File: src/design/epid_defines.svh
/*
 Offsets, field positions, reset values and timing counts of the
 external pin interrupt detector. Assumes inclusion by bare name.
*/
`ifndef EPID_DEFINES_SVH
`define EPID_DEFINES_SVH

`define EPID_CLK_HZ          10000000
`define EPID_HOLD_CYCLES     4
`define EPID_ADR_CTRL_A      4'h0
`define EPID_ADR_CTRL_B      4'h4
`define EPID_ADR_INT_EN      4'h8
`define EPID_ADR_STATUS      4'hC
`define EPID_CTRL_RESET      4'h0
`define EPID_INTEN_RESET     3'h0
`define EPID_BIT_SYNC_SEL    0
`define EPID_BIT_BOTH_EDGE   1
`define EPID_BIT_POLARITY    2
`define EPID_BIT_IN_ENABLE   3
`define EPID_BIT_EN_A        0
`define EPID_BIT_EN_B        1
`define EPID_BIT_GLOBAL      2
`define EPID_BIT_WAKE_A      0
`define EPID_BIT_WAKE_B      1
`define EPID_BIT_FLAG_A      0
`define EPID_BIT_FLAG_B      1

`endif

File: src/design/epid_pkg.sv
/*
 Types of the external pin interrupt detector.
 Assumes epid_defines.svh for numeric values.
*/
package epid_pkg;

   typedef struct packed {
      logic in_enable;
      logic polarity;
      logic both_edge;
      logic sync_sel;
   } epid_ctrl_type;

   typedef struct packed {
      logic [1:0] sync;
      logic [2:0] hold;
      logic       stable;
      logic       gated_prev;
   } epid_det_type;

endpackage

File: src/design/epid_pin_detect.sv
/*
 One pin detector: synchroniser, level hold filter, gated edge detect.
 Assumes pin is asynchronous and control comes from clk_i registers.
*/
`include "epid_defines.svh"

module epid_pin_detect
   import epid_pkg::*;
(
   input  wire logic          clk_i,
   input  wire logic          rst_i,
   input  wire logic          pin_i,
   input  wire epid_ctrl_type ctrl_i,
   output logic               event_o,
   output logic               level_o
);

   epid_det_type state;
   epid_det_type next_state;
   logic         gated;

   always_comb begin
      next_state = state;
      next_state.sync = {state.sync[0], pin_i};
      if (state.sync[1] == state.stable) begin
         next_state.hold = 3'h0;
      end else if (state.hold == 3'(`EPID_HOLD_CYCLES - 1)) begin
         next_state.stable = state.sync[1];
         next_state.hold   = 3'h0;
      end else begin
         next_state.hold = state.hold + 3'h1;
      end
      // gated level, control changes act as edges
      gated = ctrl_i.in_enable & (state.stable ~^ ctrl_i.polarity);
      next_state.gated_prev = gated;
   end

   always_comb begin
      if (ctrl_i.both_edge) begin
         event_o = gated ^ state.gated_prev;
      end else begin
         event_o = gated & ~state.gated_prev;
      end
   end

   assign level_o = state.stable;

   always_ff @(posedge clk_i) begin
      if (rst_i) begin
         state <= '0;
      end else begin
         state <= next_state;
      end
   end

endmodule

File: src/design/epid_top.sv
/*
 External pin interrupt detector with two pins, request flags,
 enables and a classic Wishbone slave.
 Register map, byte offsets, fields in the low bits:
   0x0  pin A control: 3 input enable, 2 polarity, 1 both edges,
        0 timer sync (stored only)
   0x4  pin B control, same layout as pin A
   0x8  enables: 0 pin A, 1 pin B, 2 global;
        wakeup enables: 4 pin A, 5 pin B
   0xC  status: 0 flag A, 1 flag B, 2 level A, 3 level B;
        writing a one clears a flag
 A flag also clears on a skip test made while its pin enable is off, or on a taken interrupt; an event
 in the same cycle keeps it set. Every access is acknowledged in
 the cycle after it is taken; unmapped offsets read as zero.
 Assumes one 10 MHz clock and a CPU that pulses skip tests and
 interrupt acknowledges for one cycle each.
*/
`include "epid_defines.svh"

module epid_top
   import epid_pkg::*;
(
   input  wire logic        clk_i,
   input  wire logic        rst_i,
   input  wire logic        ext_irq_pin_a_i,
   input  wire logic        ext_irq_pin_b_i,
   input  wire logic        skip_test_flag_a_i,
   input  wire logic        skip_test_flag_b_i,
   input  wire logic        int_taken_a_i,
   input  wire logic        int_taken_b_i,
   input  wire logic        cyc_i,
   input  wire logic        stb_i,
   input  wire logic        we_i,
   input  wire logic [3:0]  adr_i,
   input  wire logic [3:0]  sel_i,
   input  wire logic [31:0] dat_i,
   output logic [31:0]      dat_o,
   output logic             ack_o,
   output logic             skip_a_o,
   output logic             skip_b_o,
   output logic             irq_a_o,
   output logic             irq_b_o,
   output logic             irq_o,
   output logic             pin_a_wakeup_enable_o,
   output logic             pin_b_wakeup_enable_o
);

   typedef struct packed {
      epid_ctrl_type pin_a_control_reg;
      epid_ctrl_type pin_b_control_reg;
      logic [2:0]    interrupt_enable_reg;
      logic [1:0]    wake;
      logic          ext_req_flag_a;
      logic          ext_req_flag_b;
      logic          ack;
      logic [31:0]   rdata;
   } epid_state_type;

   epid_state_type state;
   epid_state_type next_state;
   logic           ev_a;
   logic           ev_b;
   logic           lvl_a;
   logic           lvl_b;
   logic           req;
   logic           wr;
   logic           clr_a;
   logic           clr_b;

   function automatic logic take(input logic flag, input logic en, input logic glb);
      take = flag & en & glb;
   endfunction

   // Skip test answers only while the interrupt is not enabled
   function automatic logic skip_hit(input logic strobe,
                                     input logic flag,
                                     input logic en);
      skip_hit = strobe & flag & ~en;
   endfunction

   // pin A enable and polarity feed detector
   epid_pin_detect u_det_a (
      .clk_i   (clk_i),
      .rst_i   (rst_i),
      .pin_i   (ext_irq_pin_a_i),
      .ctrl_i  (state.pin_a_control_reg),
      .event_o (ev_a),
      .level_o (lvl_a)
   );

   // pin B enable and polarity feed detector
   epid_pin_detect u_det_b (
      .clk_i   (clk_i),
      .rst_i   (rst_i),
      .pin_i   (ext_irq_pin_b_i),
      .ctrl_i  (state.pin_b_control_reg),
      .event_o (ev_b),
      .level_o (lvl_b)
   );

   // Every access acked one cycle after it is taken
   assign req = cyc_i & stb_i & ~state.ack;
   assign wr  = req & we_i & sel_i[0];

   assign clr_a = skip_a_o | (int_taken_a_i & irq_a_o);
   assign clr_b = skip_b_o | (int_taken_b_i & irq_b_o);

   always_comb begin
      next_state     = state;
      next_state.ack = req;
      // Register writes
      if (wr) begin
         unique case (adr_i)
            `EPID_ADR_CTRL_A: begin
               next_state.pin_a_control_reg = dat_i[3:0];
            end
            `EPID_ADR_CTRL_B: begin
               next_state.pin_b_control_reg = dat_i[3:0];
            end
            `EPID_ADR_INT_EN: begin
               next_state.interrupt_enable_reg = dat_i[2:0];
               next_state.wake                 = dat_i[5:4];
            end
            `EPID_ADR_STATUS: begin
               // Write one clears; an event below still wins
               if (dat_i[`EPID_BIT_FLAG_A]) begin
                  next_state.ext_req_flag_a = 1'b0;
               end
               if (dat_i[`EPID_BIT_FLAG_B]) begin
                  next_state.ext_req_flag_b = 1'b0;
               end
            end
            default: begin
            end
         endcase
      end
      // clear on skip or interrupt taken
      if (clr_a) begin
         next_state.ext_req_flag_a = 1'b0;
      end
      if (clr_b) begin
         next_state.ext_req_flag_b = 1'b0;
      end
      // Set wins over clear
      // pin A event, control changes too
      if (ev_a) begin
         next_state.ext_req_flag_a = 1'b1;
      end
      // pin B event, control changes too
      if (ev_b) begin
         next_state.ext_req_flag_b = 1'b1;
      end
      // Read data, registered
      next_state.rdata = 32'h0;
      if (req & ~we_i) begin
         unique case (adr_i)
            `EPID_ADR_CTRL_A: next_state.rdata = {28'h0, state.pin_a_control_reg};
            `EPID_ADR_CTRL_B: next_state.rdata = {28'h0, state.pin_b_control_reg};
            `EPID_ADR_INT_EN: next_state.rdata = {26'h0, state.wake, 1'b0,
                                                  state.interrupt_enable_reg};
            `EPID_ADR_STATUS: next_state.rdata = {28'h0, lvl_b, lvl_a,
                                                  state.ext_req_flag_b,
                                                  state.ext_req_flag_a};
            default:          next_state.rdata = 32'h0;
         endcase
      end
   end

   assign irq_a_o = take(state.ext_req_flag_a,
                         state.interrupt_enable_reg[`EPID_BIT_EN_A],
                         state.interrupt_enable_reg[`EPID_BIT_GLOBAL]);
   assign irq_b_o = take(state.ext_req_flag_b,
                         state.interrupt_enable_reg[`EPID_BIT_EN_B],
                         state.interrupt_enable_reg[`EPID_BIT_GLOBAL]);
   // one level line for both pins
   assign irq_o   = irq_a_o | irq_b_o;
   // skip answers when interrupt enable is off
   assign skip_a_o = skip_hit(skip_test_flag_a_i, state.ext_req_flag_a,
                              state.interrupt_enable_reg[`EPID_BIT_EN_A]);
   assign skip_b_o = skip_hit(skip_test_flag_b_i, state.ext_req_flag_b,
                              state.interrupt_enable_reg[`EPID_BIT_EN_B]);

   assign ack_o    = state.ack;
   assign dat_o    = state.rdata;
   // Wakeup enables, stored for software
   assign pin_a_wakeup_enable_o = state.wake[`EPID_BIT_WAKE_A];
   assign pin_b_wakeup_enable_o = state.wake[`EPID_BIT_WAKE_B];

   always_ff @(posedge clk_i) begin
      if (rst_i) begin
         state                      <= '0;
         state.pin_a_control_reg    <= `EPID_CTRL_RESET;
         state.pin_b_control_reg    <= `EPID_CTRL_RESET;
         state.interrupt_enable_reg <= `EPID_INTEN_RESET;
      end else begin
         state <= next_state;
      end
   end

endmodule

File: config.mk
export PLATFORM = sky130hd
export DESIGN_NAME = epid_top
export DESIGN_NICKNAME = d
export VERILOG_FILES = /design/src/design/epid_pkg.sv /design/src/design/epid_pin_detect.sv /design/src/design/epid_top.sv
export VERILOG_INCLUDE_DIRS = /design/src /design/src/design
export SDC_FILE = /design/constraint.sdc
export NUM_CORES = 1
export LEC_CHECK = 0
export BUFFER_PORTS_ARGS = -buffer_cell sky130_fd_sc_hd__buf_2
export CAP_MARGIN = 20
export CORE_MARGIN = 2
export CORE_UTILIZATION = 42
export DETAILED_ROUTE_END_ITERATION = 12
export GPL_TIMING_DRIVEN = 0
export PLACE_DENSITY = 0.78
export REMOVE_ABC_BUFFERS = 1
export SETUP_SLACK_MARGIN = 0.15
export SLEW_MARGIN = 20
export SYNTH_ARGS = -nofsm -noshare
export SYNTH_HDL_FRONTEND = slang
export SYNTH_SLANG_ARGS = --single-unit
File: constraint.sdc
create_clock -name clk_i -period 1.3 [get_ports clk_i]
set_input_delay 0.26 -clock clk_i [delete_from_list [all_inputs] [get_ports clk_i]]
set_output_delay 0.26 -clock clk_i [all_outputs]
set_load 0.05 [all_outputs]
# Word-level counts from Yosys, hierarchy flattened
# Index checks and enable logic that the tools add are counted.
# W data, S select, Z words.
[totals]
regBits = 62
latch_bits = 0
mem_bits_rw = 0
mem_bits_ro = 0
inputBits = 51
out_inout_bits = 40
word_cells = 94
memories = 0
[classes]
n_addsub = 2
mul = 0
div_mod_pow = 0
magnitude_cmp = 0
eq_ne = 7
shifts = 0
n_mux = 11
bitwise_logic = 35
reduce_logical = 17
[ops]
columns = ["op", "n"]
rows = [
  ["$pmux W6 S4", 1],
  ["$and A1 B1 Y1", 19],
  ["$reduce_bool A3 Y1", 6],
  ["$reduce_and A2 Y1", 5],
  ["$not A1 Y1", 9],
  ["$eq A4 B4 Y1 const B", 2],
  ["$mux W1", 8],
  ["$add A3 B1 Y3 const B", 2],
  ["$eq A3 B2 Y1 const B", 2],
  ["$reduce_and A3 Y1", 2],
  ["$reduce_or A3 Y1", 2],
  ["$eq A4 B3 Y1 const B", 1],
  ["$logic_not A4 Y1", 1],
  ["$mux W2", 2],
  ["$or A1 B1 Y1", 3],
  ["$eq A1 B1 Y1", 2],
  ["$reduce_or A2 Y1", 1],
  ["$xnor A1 B1 Y1", 2],
  ["$xor A1 B1 Y1", 2],
]

# Logic depth before layout (Yosys ltp)
# Gate-level depths: netlist of run 1.
[depth]
depth_word = 7
ltp_mapped = 6
depth_no_buf = 6

# Modules after synthesis
# From an unflattened synthesis of run 1, not the netlist that was laid out.
[hier_totals]
cells_unflattened = 183
area_unflattened_um2 = 1849.3
[modules_own_cells]
columns = ["mod", "instances", "cells_each", "area_per_inst_um2", "seq_area_each_um2"]
rows = [
  ["epid_top", 1, 133, 1278.7, 440.4],
  ["epid_pin_detect", 2, 25, 285.3, 140.1],
]

# Least setup slack after synthesis of run 1
# No wires, ideal clock.
[synth_path]
path_kind = "register -> register"
from = "reg state (netlist bit ack_o)"
to = "reg state[40] in the netlist's numbering"
setup_ns = 0.120
arrival_ns = 1.469
t_required_ns = 1.180
setup_slack_ns = -0.289
stages_incl_launch_ff = 5
n_path_buf = 1
synth_period_minus_slack_ns = 1.589
cell_sequence = "dfxtp_1 > nand3b_4 > or4_1 > clkbuf_2 > mux2i_1"
[synth_between]
elab_chain_len = 5
[synth_rtl]
columns = ["element", "line_no", "text"]
rows = [
  ["start, declared", "epid_top.sv:59", "epid_state_type state;"],
  ["start signal, assigned", "epid_top.sv:196", "state <= next_state;"],
  ["$not A1 Y1", "epid_top.sv:102", "assign req = cyc_i & stb_i & ~state.ack;"],
  ["$and A1 B1 Y1", "epid_top.sv:102", ""],
  ["$and A1 B1 Y1 (2 in series)", "epid_top.sv:103", "assign wr = req & we_i & sel_i[0];"],
  ["$reduce_and A2 Y1 (no line)", "--", ""],
]
# No other way between the ends.
# A chain may end at the register's enable or synchronous reset.

# Worst setup path after layout of run 1
[layout_path]
from = "reg state[38] in the netlist's numbering"
to = "out irq_o"
[layout_between]
elab_chain_len = 3
[layout_rtl]
columns = ["element", "line_no", "text"]
rows = [
  ["$and A1 B1 Y1 (2 in series)", "epid_top.sv:71", "take = flag & en & glb;"],
  ["$or A1 B1 Y1", "epid_top.sv:176", "assign irq_o = irq_a_o | irq_b_o;"],
  ["end, declared", "epid_top.sv:43", "output logic irq_o,"],
]
# No other way between the ends.

==> results of run 1 <==
==> stage by stage <==
stage	cell area (sq um)	power, W	instances	hold slack [ps]
6_report	2579	0.002296	295	172.5
5_1_grt	2579	0.002369	295	204.2
4_1_cts	2402	0.002281	290	165.5
3_5_place_dp	1967	0.001439	270	414.3
3_3_place_gp	1967	0.001436	270	407.7
2_1_floorplan	1727	0.001364	183	329.1
==> cells in the final DEF (no fill, tap or decap), types with 2 or more instances in the layout <==
cell type	count
and3_4	2
nand2b_1	17
dfxtp_2	11
nand3_1	7
o31ai_4	2
dfxtp_1	21
ha_4	6
nand2_2	3
and2_4	2
a221oi_2	2
buf_4	11
nor2_1	8
a21oi_2	3
and2_1	3
nor2_4	2
nor2_2	4
dfxtp_4	4
conb_1	26
or4b_4	2
nor2b_1	8
buf_2	25
mux4_1	2
or3_4	2
buf_8	4
clkinv_2	2
clkbuf_8	6
mux2i_1	14
or2_4	3
nand4_1	2
xnor2_2	3
nand2_1	3
inv_1	7
nor4_4	2
buf_6	12
==> state kept, by name, indices dropped and copies added, names as in the netlist <==
register and cells:
u_det_a.state 5, u_det_a.level_o 1, u_det_b.next_state 1, u_det_b.level_o 1
dat_o 6, ack_o 1, u_det_b.state 5, pin_b_wakeup_enable_o 1
state 13, u_det_a.next_state 1, pin_a_wakeup_enable_o 1
==> area by class of cell <==
type                       count  area, sq um  share of cell area, %
inverter                       7        26.28                  1.019
clock buffer                   6        82.58                  3.202
sequential                    36        749.5                  29.06
timing repair buffer          52        402.9                  15.62
tap                           52        65.06                  2.523
clock inverter                 2        10.01                 0.3882
multi-input combinational    140         1242                  48.18
==> power groups by stage <==
stage	combinational [W]	clock [W]	sequential, W
floorplan	0.000217	0	0.00115
global placement	0.000294	0	0.00114
detailed placement	0.000297	0	0.00114
CTS	0.000322	0.000848	0.00111
global route	0.000368	0.000890	0.00111
finish	0.000352	0.000834	0.00111
==> synthesized netlist by cell type (2+ instances only) <==
library cell,n
mux2i_1,14
a221oi_1,2
mux4_1,3
ha_1,6
dfxtp_1,36
o31ai_1,2
and3_1,2
nand2b_1,17
xnor2_1,4
nor2b_1,9
a21oi_1,4
or3_1,2
nand3_1,8
and2_1,5
nand2_1,7
clkbuf_1,3
nand4_1,2
buf_4,34
nor2_1,14
inv_1,7
or2_2,3
==> final timing paths <==
path                           startpoint                                to  cells past startpoint
max                state[38]$_SDFFE_PP0P_                             irq_o                      3
min                       ext_irq_pin_b_i  u_det_b.next_state[6]$_SDFF_PP0_                      2
max reg2reg  u_det_a.level_o$_SDFFE_PP0P_            state[34]$_SDFFE_PP0P_                      6
min reg2reg   u_det_a.state[2]$_SDFF_PP0_       u_det_a.state[2]$_SDFF_PP0_                      1
==> layer usage <==
metal / global-route usage, % / up-vias / routed length, um
li1: - / 688 / -
met1: 17.41 / 668 / 1603
met2: 24.90 / 64 / 1963
met3: 3.516 / 15 / 254
met4: 8.176 / 0 / 123
met5: 0 / - / 0
==> repair_timing <==
| item | in CTS | in global routing |
|---|---|---|
| buffers inserted | 12 | 6 |
| pin swaps | 14 | 13 |
| endpoints found under the setup margin | 35 | 33 |
| cloned | 0 | 0 |
| resized for setup | 72 | 32 |
==> cell families after synthesis <==
group	count (synthesis)	synth area share, %
other	1	0.1969
buffers and inverters	45	15.64
multiplexers	17	11.50
AND/OR/NAND/NOR	78	25.89
flip-flops	36	37.84
adder cells (fa/ha/maj)	6	3.942
AO/OA/AOI/OAI	9	3.154
XOR/XNOR	4	1.839
==> out/qor.yml, run 1 <==
async_flop_share_pct: 0
wl_per_cell_um: 13.37
synth_seq_cells: 36
finalCritPeriodShare_pct: 112.0
wl_um: 3944
power_density_nw_per_um2: 890.4
crit_family: "simple AND/OR/NAND/NOR gates"
pwr-share-seq_pct: 48.4
portBuffers: 35
grt_max_degree: 33
path_max_fanout: 2
cp_num_buf_inv: 1
synth_edf_count: 0
drive_gt1_share_pct: 50.21
place_hpwl_um: 2241
ys_seq_area_share_pct: 37.84
antenna_cells: 0
drtIter0Drc: 96
synth_area_sq_um: 1904
grt_pass1_wl_um: 5809
fin_setup_tns_ps: -557.4
hold_viol: 0
cpMaxStageDelayCell: "dfxtp_2"
detailedPlace.worstSlack_ps: -299.6
dr.pass1.iters: 5
synth_area_leaders: "dfxtp_1 38%, buf_4 13%, mux2i_1 7.4%"
ant_nets: 0
maxCapViolCount: 0
p_switching_w: 0.0006815
num_rows: 24
setup_ws_ps: -156.1
final_util_pct: 59.22
synth_area_leader_cell: "dfxtp_1"
vdd_drop_max_v: 0.0003801
violations: "setup timing"
yosysTopAreaCellShare_pct: 37.84
cts_tree: "built"
slowest_delay_ps: 330
clockRootBuffer: "clkbuf_8"
die-area_sq_um: 5089
nets: 299
tightest_slew_ps: 605.0
crit_chain: "and3_4 -> or2_4 -> buf_8"
drc: 0
place.gp.congestion: 0.6984
rsz0062_at_grt: "true"
antenna_found_initial: 0
grt_util_all_layers_pct: 14.84
synth.distinct_cells: 33
final_max_slew_viol_count: 0
crit_arrival_ps: 1200
cp.required_ps: 1040
fillers: 329
combPwrFrac_pct: 15.3
h-tree-depth: 2
cts.clk_slew.worst_paths_ps: 70
dieWidth_um: 71.34
synth_area_per_cell_sq_um: 9.716
setup_viol: 9
fin_crit_ps: 1456
vias: 1435
io_pins: 91
p_sw_share_pct: 29.68
cp-end-kind: "primary output"
synth_ff_type: "dfxtp_1"
intPower_w: 0.001615
die_height_um: 71.34
vias_per_cell: 4.864
start_kind: "flop"
area_growth_pct: 35.41
clk_path_buf_depth: 2
yosysWarningCount: 0
holdBufCountCts: 0
grt_pass1_vias: 1252
clock_latency_ps: 290
status: "finished, violations left"
clock_sinks: 36
core_sq_um: 4354
fmax_mhz: 686.8
syn_inst: 196
start_util_pct: 43.74
cts_buffers: 5
relSlewSlack_pct: 59.67
rrSetupSlack_ps: -120
skew_ps: 7.367
hp-class: "input port to flop"
gr-total-overflow: 0
p_leak_nw: 1.073
power_frac_clock_pct: 36.3
crit_type: "flop to primary output"
Power figures use the tool's default switching activity.
==> run 2, diff against run 1 <==
--- a/config.mk
+++ b/config.mk
@@ -6,13 +6,13 @@
 export SDC_FILE = /design/constraint.sdc
 export NUM_CORES = 1
 export LEC_CHECK = 0
-export BUFFER_PORTS_ARGS = -buffer_cell sky130_fd_sc_hd__buf_2
 export CAP_MARGIN = 20
 export CORE_MARGIN = 2
-export CORE_UTILIZATION = 42
+export CORE_UTILIZATION = 45
 export DETAILED_ROUTE_END_ITERATION = 12
+export DONT_BUFFER_PORTS = 1
 export GPL_TIMING_DRIVEN = 0
-export PLACE_DENSITY = 0.78
+export PLACE_DENSITY = 0.63
 export REMOVE_ABC_BUFFERS = 1
 export SETUP_SLACK_MARGIN = 0.15
 export SLEW_MARGIN = 20
==> run 2 against run 1 <==
- the run still ends with setup timing left
- first-iteration DRC count fell by 2.1%
- routed wire length fell by 2.3%
- final area fell by 10%
- count of clock-buffer cells in the layout rose by 2
- setup slack got worse by 5.9 ps
- flip-flop and latch count did not move
- register-to-register slack got worse by 20 ps
- die area fell by 6.3%
==> out/qor.yml, run 2 (synthesis gave the netlist of run 1 again) <==
grt_max_degree: 33  # unchanged
dieWidth_um: 69.05  # -3.2%
tightest_slew_ps: 554.6  # -50.45 ps
drive_gt1_share_pct: 43.54  # -6.7 points
hp-class: "input port to flop"
clock_sinks: 36  # unchanged
vdd_drop_max_v: 0.0006498  # +71%
cp_num_buf_inv: 0  # -1
ant_nets: 0  # unchanged
layout_commonest_cell: "conb_1"
cts_tree: "built"
vias: 1286  # -10%
antenna_found_initial: 0  # unchanged
cpMaxStageDelayCell: "dfxtp_4"
core_sq_um: 4029  # -7.5%
wl_per_cell_um: 14.88  # +11%
finalCritPeriodShare_pct: 112.5  # +0.45 points
crit_family: "simple AND/OR/NAND/NOR gates"
violations: "setup timing"
place_area_sq_um: 1789  # -9.0%
drtIter0Drc: 94  # -2.1%
io_pins: 91  # unchanged
setup_ws_ps: -161.9  # -5.853 ps
clk_path_buf_depth: 2  # unchanged
clockRootBuffer: "clkbuf_8"
slowest_delay_ps: 350  # +20 ps
final_max_slew_viol_count: 0  # unchanged
fillers: 363  # +10%
cp-end-kind: "primary output"
crit_chain: "and3_4 -> or2_4"
dr.pass1.iters: 4  # -1
fmax_mhz: 684.0  # -0.40%
start_util_pct: 47.27  # +3.5 points
place.gp.congestion: 0.7568  # +8.4%
cts_buffers: 5  # unchanged
drc: 0  # unchanged
maxCapViolCount: 0  # unchanged
grt_pass1_vias: 1282  # +2.4%
status: "finished, violations left"
dp.cells: 233  # -14%
clock_latency_ps: 290  # about the same
largest_register_ffs: 13  # unchanged
grt_pass1_wl_um: 5947  # +2.4%
area_growth_pct: 21.62
skew_ps: 6.018  # -1.349 ps
cts.clk_slew.worst_paths_ps: 70  # about the same
rsz0062_at_grt: "true"
fin_crit_ps: 1462  # +5.853 ps
setup_viol: 14  # +5
final_cell_area_sq_um: 2316  # -10%
gr-total-overflow: 0  # unchanged
num_rows: 23  # -4.2%
die_height_um: 69.05  # -3.2%
hold_viol: 0  # unchanged
p_leak_nw: 0.9095  # -15%
place_hpwl_um: 2286  # +2.0%
start_kind: "flop"
h-tree-depth: 2  # unchanged
vias_per_cell: 4.965  # +2.1%
die-area_sq_um: 4768  # -6.3%
crit_arrival_ps: 1200  # about the same
cp.required_ps: 1040  # about the same
final_cell_mix: "26 x conb_1, 17 x nand2b_1, 16 x dfxtp_2, 14 x mux2i_1, 14 x dfxtp_1"
power_density_nw_per_um2: 944.5  # +6.1%
wl_um: 3854  # -2.3%
relSlewSlack_pct: 62.51  # +2.8 points
path_max_fanout: 2  # unchanged
antenna_cells: 0  # unchanged
portBuffers: 0  # -100%
stdcell_count: 259  # -12%
grt_util_all_layers_pct: 16.16  # +1.3 points
nets: 265  # -11%
holdWs_ps: 34.41  # -138.1 ps
regMostFlops: "state"
crit_type: "flop to primary output"
[run 2: changes by cell type in the layout (fill, tap and decap cells not counted), moves of 3 or more]
cell / previous run / this run
dfxtp_1: 21 / 14
nor2_1: 8 / 5
buf_2: 25 / 0
nor2_2: 4 / 7
buf_6: 12 / 7
dfxtp_2: 11 / 16
buf_8: 4 / 0
[run 2: final timing paths]
check | start | endpoint | slack (ps) | cells past startpoint
worst max-delay path | state[38]$_SDFFE_PP0P_ | irq_o | -160 | 2
worst min-delay path | rst_i | ack_o$_SDFF_PP0_ | 30 | 1
worst max register to register | ack_o$_SDFF_PP0_ | state[42]$_SDFFE_PP0P_ | -140 | 3
worst min register to register | u_det_b.state[2]$_SDFF_PP0_ | u_det_b.state[2]$_SDFF_PP0_ | 420 | 1
[run 2: worst reg2reg max path: stages, from the launching register on]
cell	delay (ps)
dfxtp_4	410
nand3b_4	210
or4_4	560
mux2i_1	150
[run 2: cell type report]
cell class,count,area (sq um),share of cell area (%)
Clock buffer,8,90.09,3.890
Inverter,7,26.28,1.135
Multi-Input combinational cell,140,1212,52.35
Sequential cell,36,763.2,32.96
Tap cell,50,62.56,2.701
Timing Repair Buffer,18,161.4,6.969
[run 2: report_power, final]
part	switching (W)	internal, W	total (W)
Clock	0.000382	0.000432	0.000814
Combinational	0.000204	0.0000563	0.000261
Sequential	0.0000108	0.00110	0.00111
Total	0.000597	0.00159	0.00219
[run 2: per-stage QoR]
stage / setup TNS (ps) / power (W) / utilization (%) / worst slack [ps]
2_1_floorplan: -2318 / 0.001364 / - / -293.7
3_3_place_gp: -4524 / 0.001370 / 44.41 / -405.9
3_5_place_dp: -4846 / 0.001372 / 44.41 / -426.4
4_1_cts: -1088 / 0.002198 / 55.53 / -202.4
5_1_grt: -1825 / 0.002277 / 57.48 / -191.2
6_report: -1152 / 0.002187 / 57.48 / -161.9
[run 2: per-layer routing]
layer  routed length, um  GRT usage (%)
met5                   0              0
met3                 331          7.749
met4                  53          6.536
met2                2009          27.78
met1                1460          16.85
[run 2: what timing repair did]
action                                  in CTS  in global routing
gates cloned                                 0                  0
setup buffers                               16                  2
endpoints found under the setup margin      41                 32
hold buffers                                 0                  0
resized for setup                           70                 18
pin swaps                                   27                 20
==> run 3, diff against run 2 <==
--- a/config.mk
+++ b/config.mk
@@ -15,6 +15,7 @@
 export PLACE_DENSITY = 0.63
 export REMOVE_ABC_BUFFERS = 1
 export SETUP_SLACK_MARGIN = 0.15
+export SKIP_CTS_REPAIR_TIMING = 1
 export SLEW_MARGIN = 20
 export SYNTH_ARGS = -nofsm -noshare
 export SYNTH_HDL_FRONTEND = slang
==> run 3 against run 2 <==
- the run still ends with setup timing left
- utilization is 1.9 points lower
- first-iteration DRC count is 20% lower
- flip-flop and latch count stayed put
- register-to-register slack worse by 60 ps
- clock skew is 2.6 ps lower
- critical path type is now flop to flop
- highest routed layer unchanged
==> out/qor.yml, run 3 (synthesis gave the netlist of run 1 again) <==
status: "finished, violations left"
violations: "setup timing"
cts_buffers: 5  # unchanged
layout_commonest_cell: "conb_1"
finalCritPeriodShare_pct: 115.2  # +2.7 points
vdd_drop_max_v: 0.0006646  # +2.3%
fmax_mhz: 667.9  # -2.4%
start_util_pct: 47.27  # unchanged
wl_um: 3672  # -4.7%
relSlewSlack_pct: 59.60  # -2.9 points
vias: 1260  # -2.0%
slowest_delay_ps: 580  # +230 ps
place_area_sq_um: 1789  # unchanged
vias_per_cell: 5.060  # +1.9%
cp-end-kind: "flop"
area_growth_pct: 17.54
crit_family: "simple AND/OR/NAND/NOR gates"
regMostFlops: "state"
place.gp.congestion: 0.7568  # unchanged
power_density_nw_per_um2: 968.6  # +2.5%
stdcell_count: 249  # -3.9%
finalPower_w: 0.002168  # -0.89%
clock_latency_ps: 280  # about the same
hp-class: "input port to flop"
crit_type: "flop to flop"
grt_util_all_layers_pct: 13.35  # -2.8 points
gr-total-overflow: 0  # unchanged
portBuffers: 0  # unchanged
antenna_cells: 0  # unchanged
clock_sinks: 36  # unchanged
grt_pass1_vias: 1143  # -11%
ant_nets: 0  # unchanged
setup_ws_ps: -197.2  # -35.25 ps
hold_viol: 0  # unchanged
largest_register_ffs: 13  # unchanged
final_cell_mix: "26 x conb_1, 17 x nand2b_1, 16 x dfxtp_1, 14 x mux2i_1, 14 x dfxtp_2"
drc: 0  # unchanged
dr.pass1.iters: 4  # unchanged
core_sq_um: 4029  # unchanged
tightest_slew_ps: 597.5  # +42.97 ps
dp.cells: 233  # unchanged
final_max_slew_viol_count: 0  # unchanged
p_leak_nw: 0.8480  # -6.8%
grt_pass1_wl_um: 5016  # -16%
antenna_found_initial: 0  # unchanged
grt_max_degree: 33  # unchanged
die-area_sq_um: 4768  # unchanged
cts_tree: "built"
fin_crit_ps: 1497  # +35.25 ps
crit_arrival_ps: 1670  # +470 ps
dieWidth_um: 69.05  # unchanged
cp.required_ps: 1470  # +430 ps
skew_ps: 3.431  # -2.586 ps
die_height_um: 69.05  # unchanged
start_kind: "flop"
rrSetupSlack_ps: -200  # -60 ps
io_pins: 91  # unchanged
place_hpwl_um: 2286  # unchanged
rsz0062_at_grt: "true"
detailedPlace.worstSlack_ps: -426.4  # unchanged
final_cell_area_sq_um: 2238  # -3.3%
clockRootBuffer: "clkbuf_8"
cpMaxStageDelayCell: "or4_4"
clk_path_buf_depth: 2  # unchanged
cp_num_buf_inv: 0  # unchanged
maxCapViolCount: 0  # unchanged
drtIter0Drc: 75  # -20%
h-tree-depth: 2  # unchanged
crit_chain: "nand3b_4 -> or4_4 -> mux2i_1"
drive_gt1_share_pct: 39.70  # -3.8 points
setup_viol: 15  # +1
path_max_fanout: 8  # +6
num_rows: 23  # unchanged
nets: 255  # -3.8%
cts.clk_slew.worst_paths_ps: 70  # about the same
wl_per_cell_um: 14.75  # -0.90%
[run 3: cell types whose count changed in the layout (fill, tap and decap cells not counted), moves of 2 or more]
cell     before  now
buf_4        11    5
buf_6         7    3
nor2_2        7    4
dfxtp_1      14   16
dfxtp_2      16   14
nor2_1        5    7
xnor2_1       3    1
xnor2_2       1    3
[run 3: power breakdown]
part / switching [W] / internal, W / total (W)
sequential: 0.0000116 / 0.00110 / 0.00111
clock: 0.000371 / 0.000432 / 0.000803
combinational: 0.000201 / 0.0000509 / 0.000252
[run 3: through the flow]
step / TNS (ps) / hold slack, ps / utilization (%)
finish: -1853 / 38.03 / 55.56
global route: -2439 / 10.34 / 55.56
CTS: -6530 / 27.10 / 46.65
detailed placement: -4846 / 336.3 / 44.41
global placement: -4524 / 335.3 / 44.41
floorplan: -2318 / 329.1 / -
[run 3: worst paths after layout]
path,cells after the start,from,end
max reg2reg,3,ack_o$_SDFF_PP0_,state[42]$_SDFFE_PP0P_
min reg2reg,1,u_det_b.state[2]$_SDFF_PP0_,u_det_b.state[2]$_SDFF_PP0_
min,1,rst_i,ack_o$_SDFF_PP0_
max,3,ack_o$_SDFF_PP0_,state[42]$_SDFFE_PP0P_
[run 3: routing by layer]
| metal | GRT usage, % | part of all wire, % | wire length, um | vias up |
|---|---|---|---|---|
| met5 | 0 | 0 | 0 | - |
| met4 | 5.229 | 1.2 | 44 | 0 |
| met3 | 8.041 | 7.3 | 269 | 5 |
| met2 | 21.37 | 53 | 1945 | 53 |
| met1 | 14.33 | 38 | 1413 | 597 |
| li1 | - | - | - | 605 |
[run 3: area by class of cell]
| type | instances | area (sq um) |
|---|---|---|
| flip-flops and latches | 36 | 760.7 |
| multi-input cells | 140 | 1227 |
| clock buffers | 8 | 90.09 |
| fillers | 353 | 1790 |
| inverters | 7 | 26.28 |
| well taps | 50 | 62.56 |
| repair buffers | 8 | 71.32 |
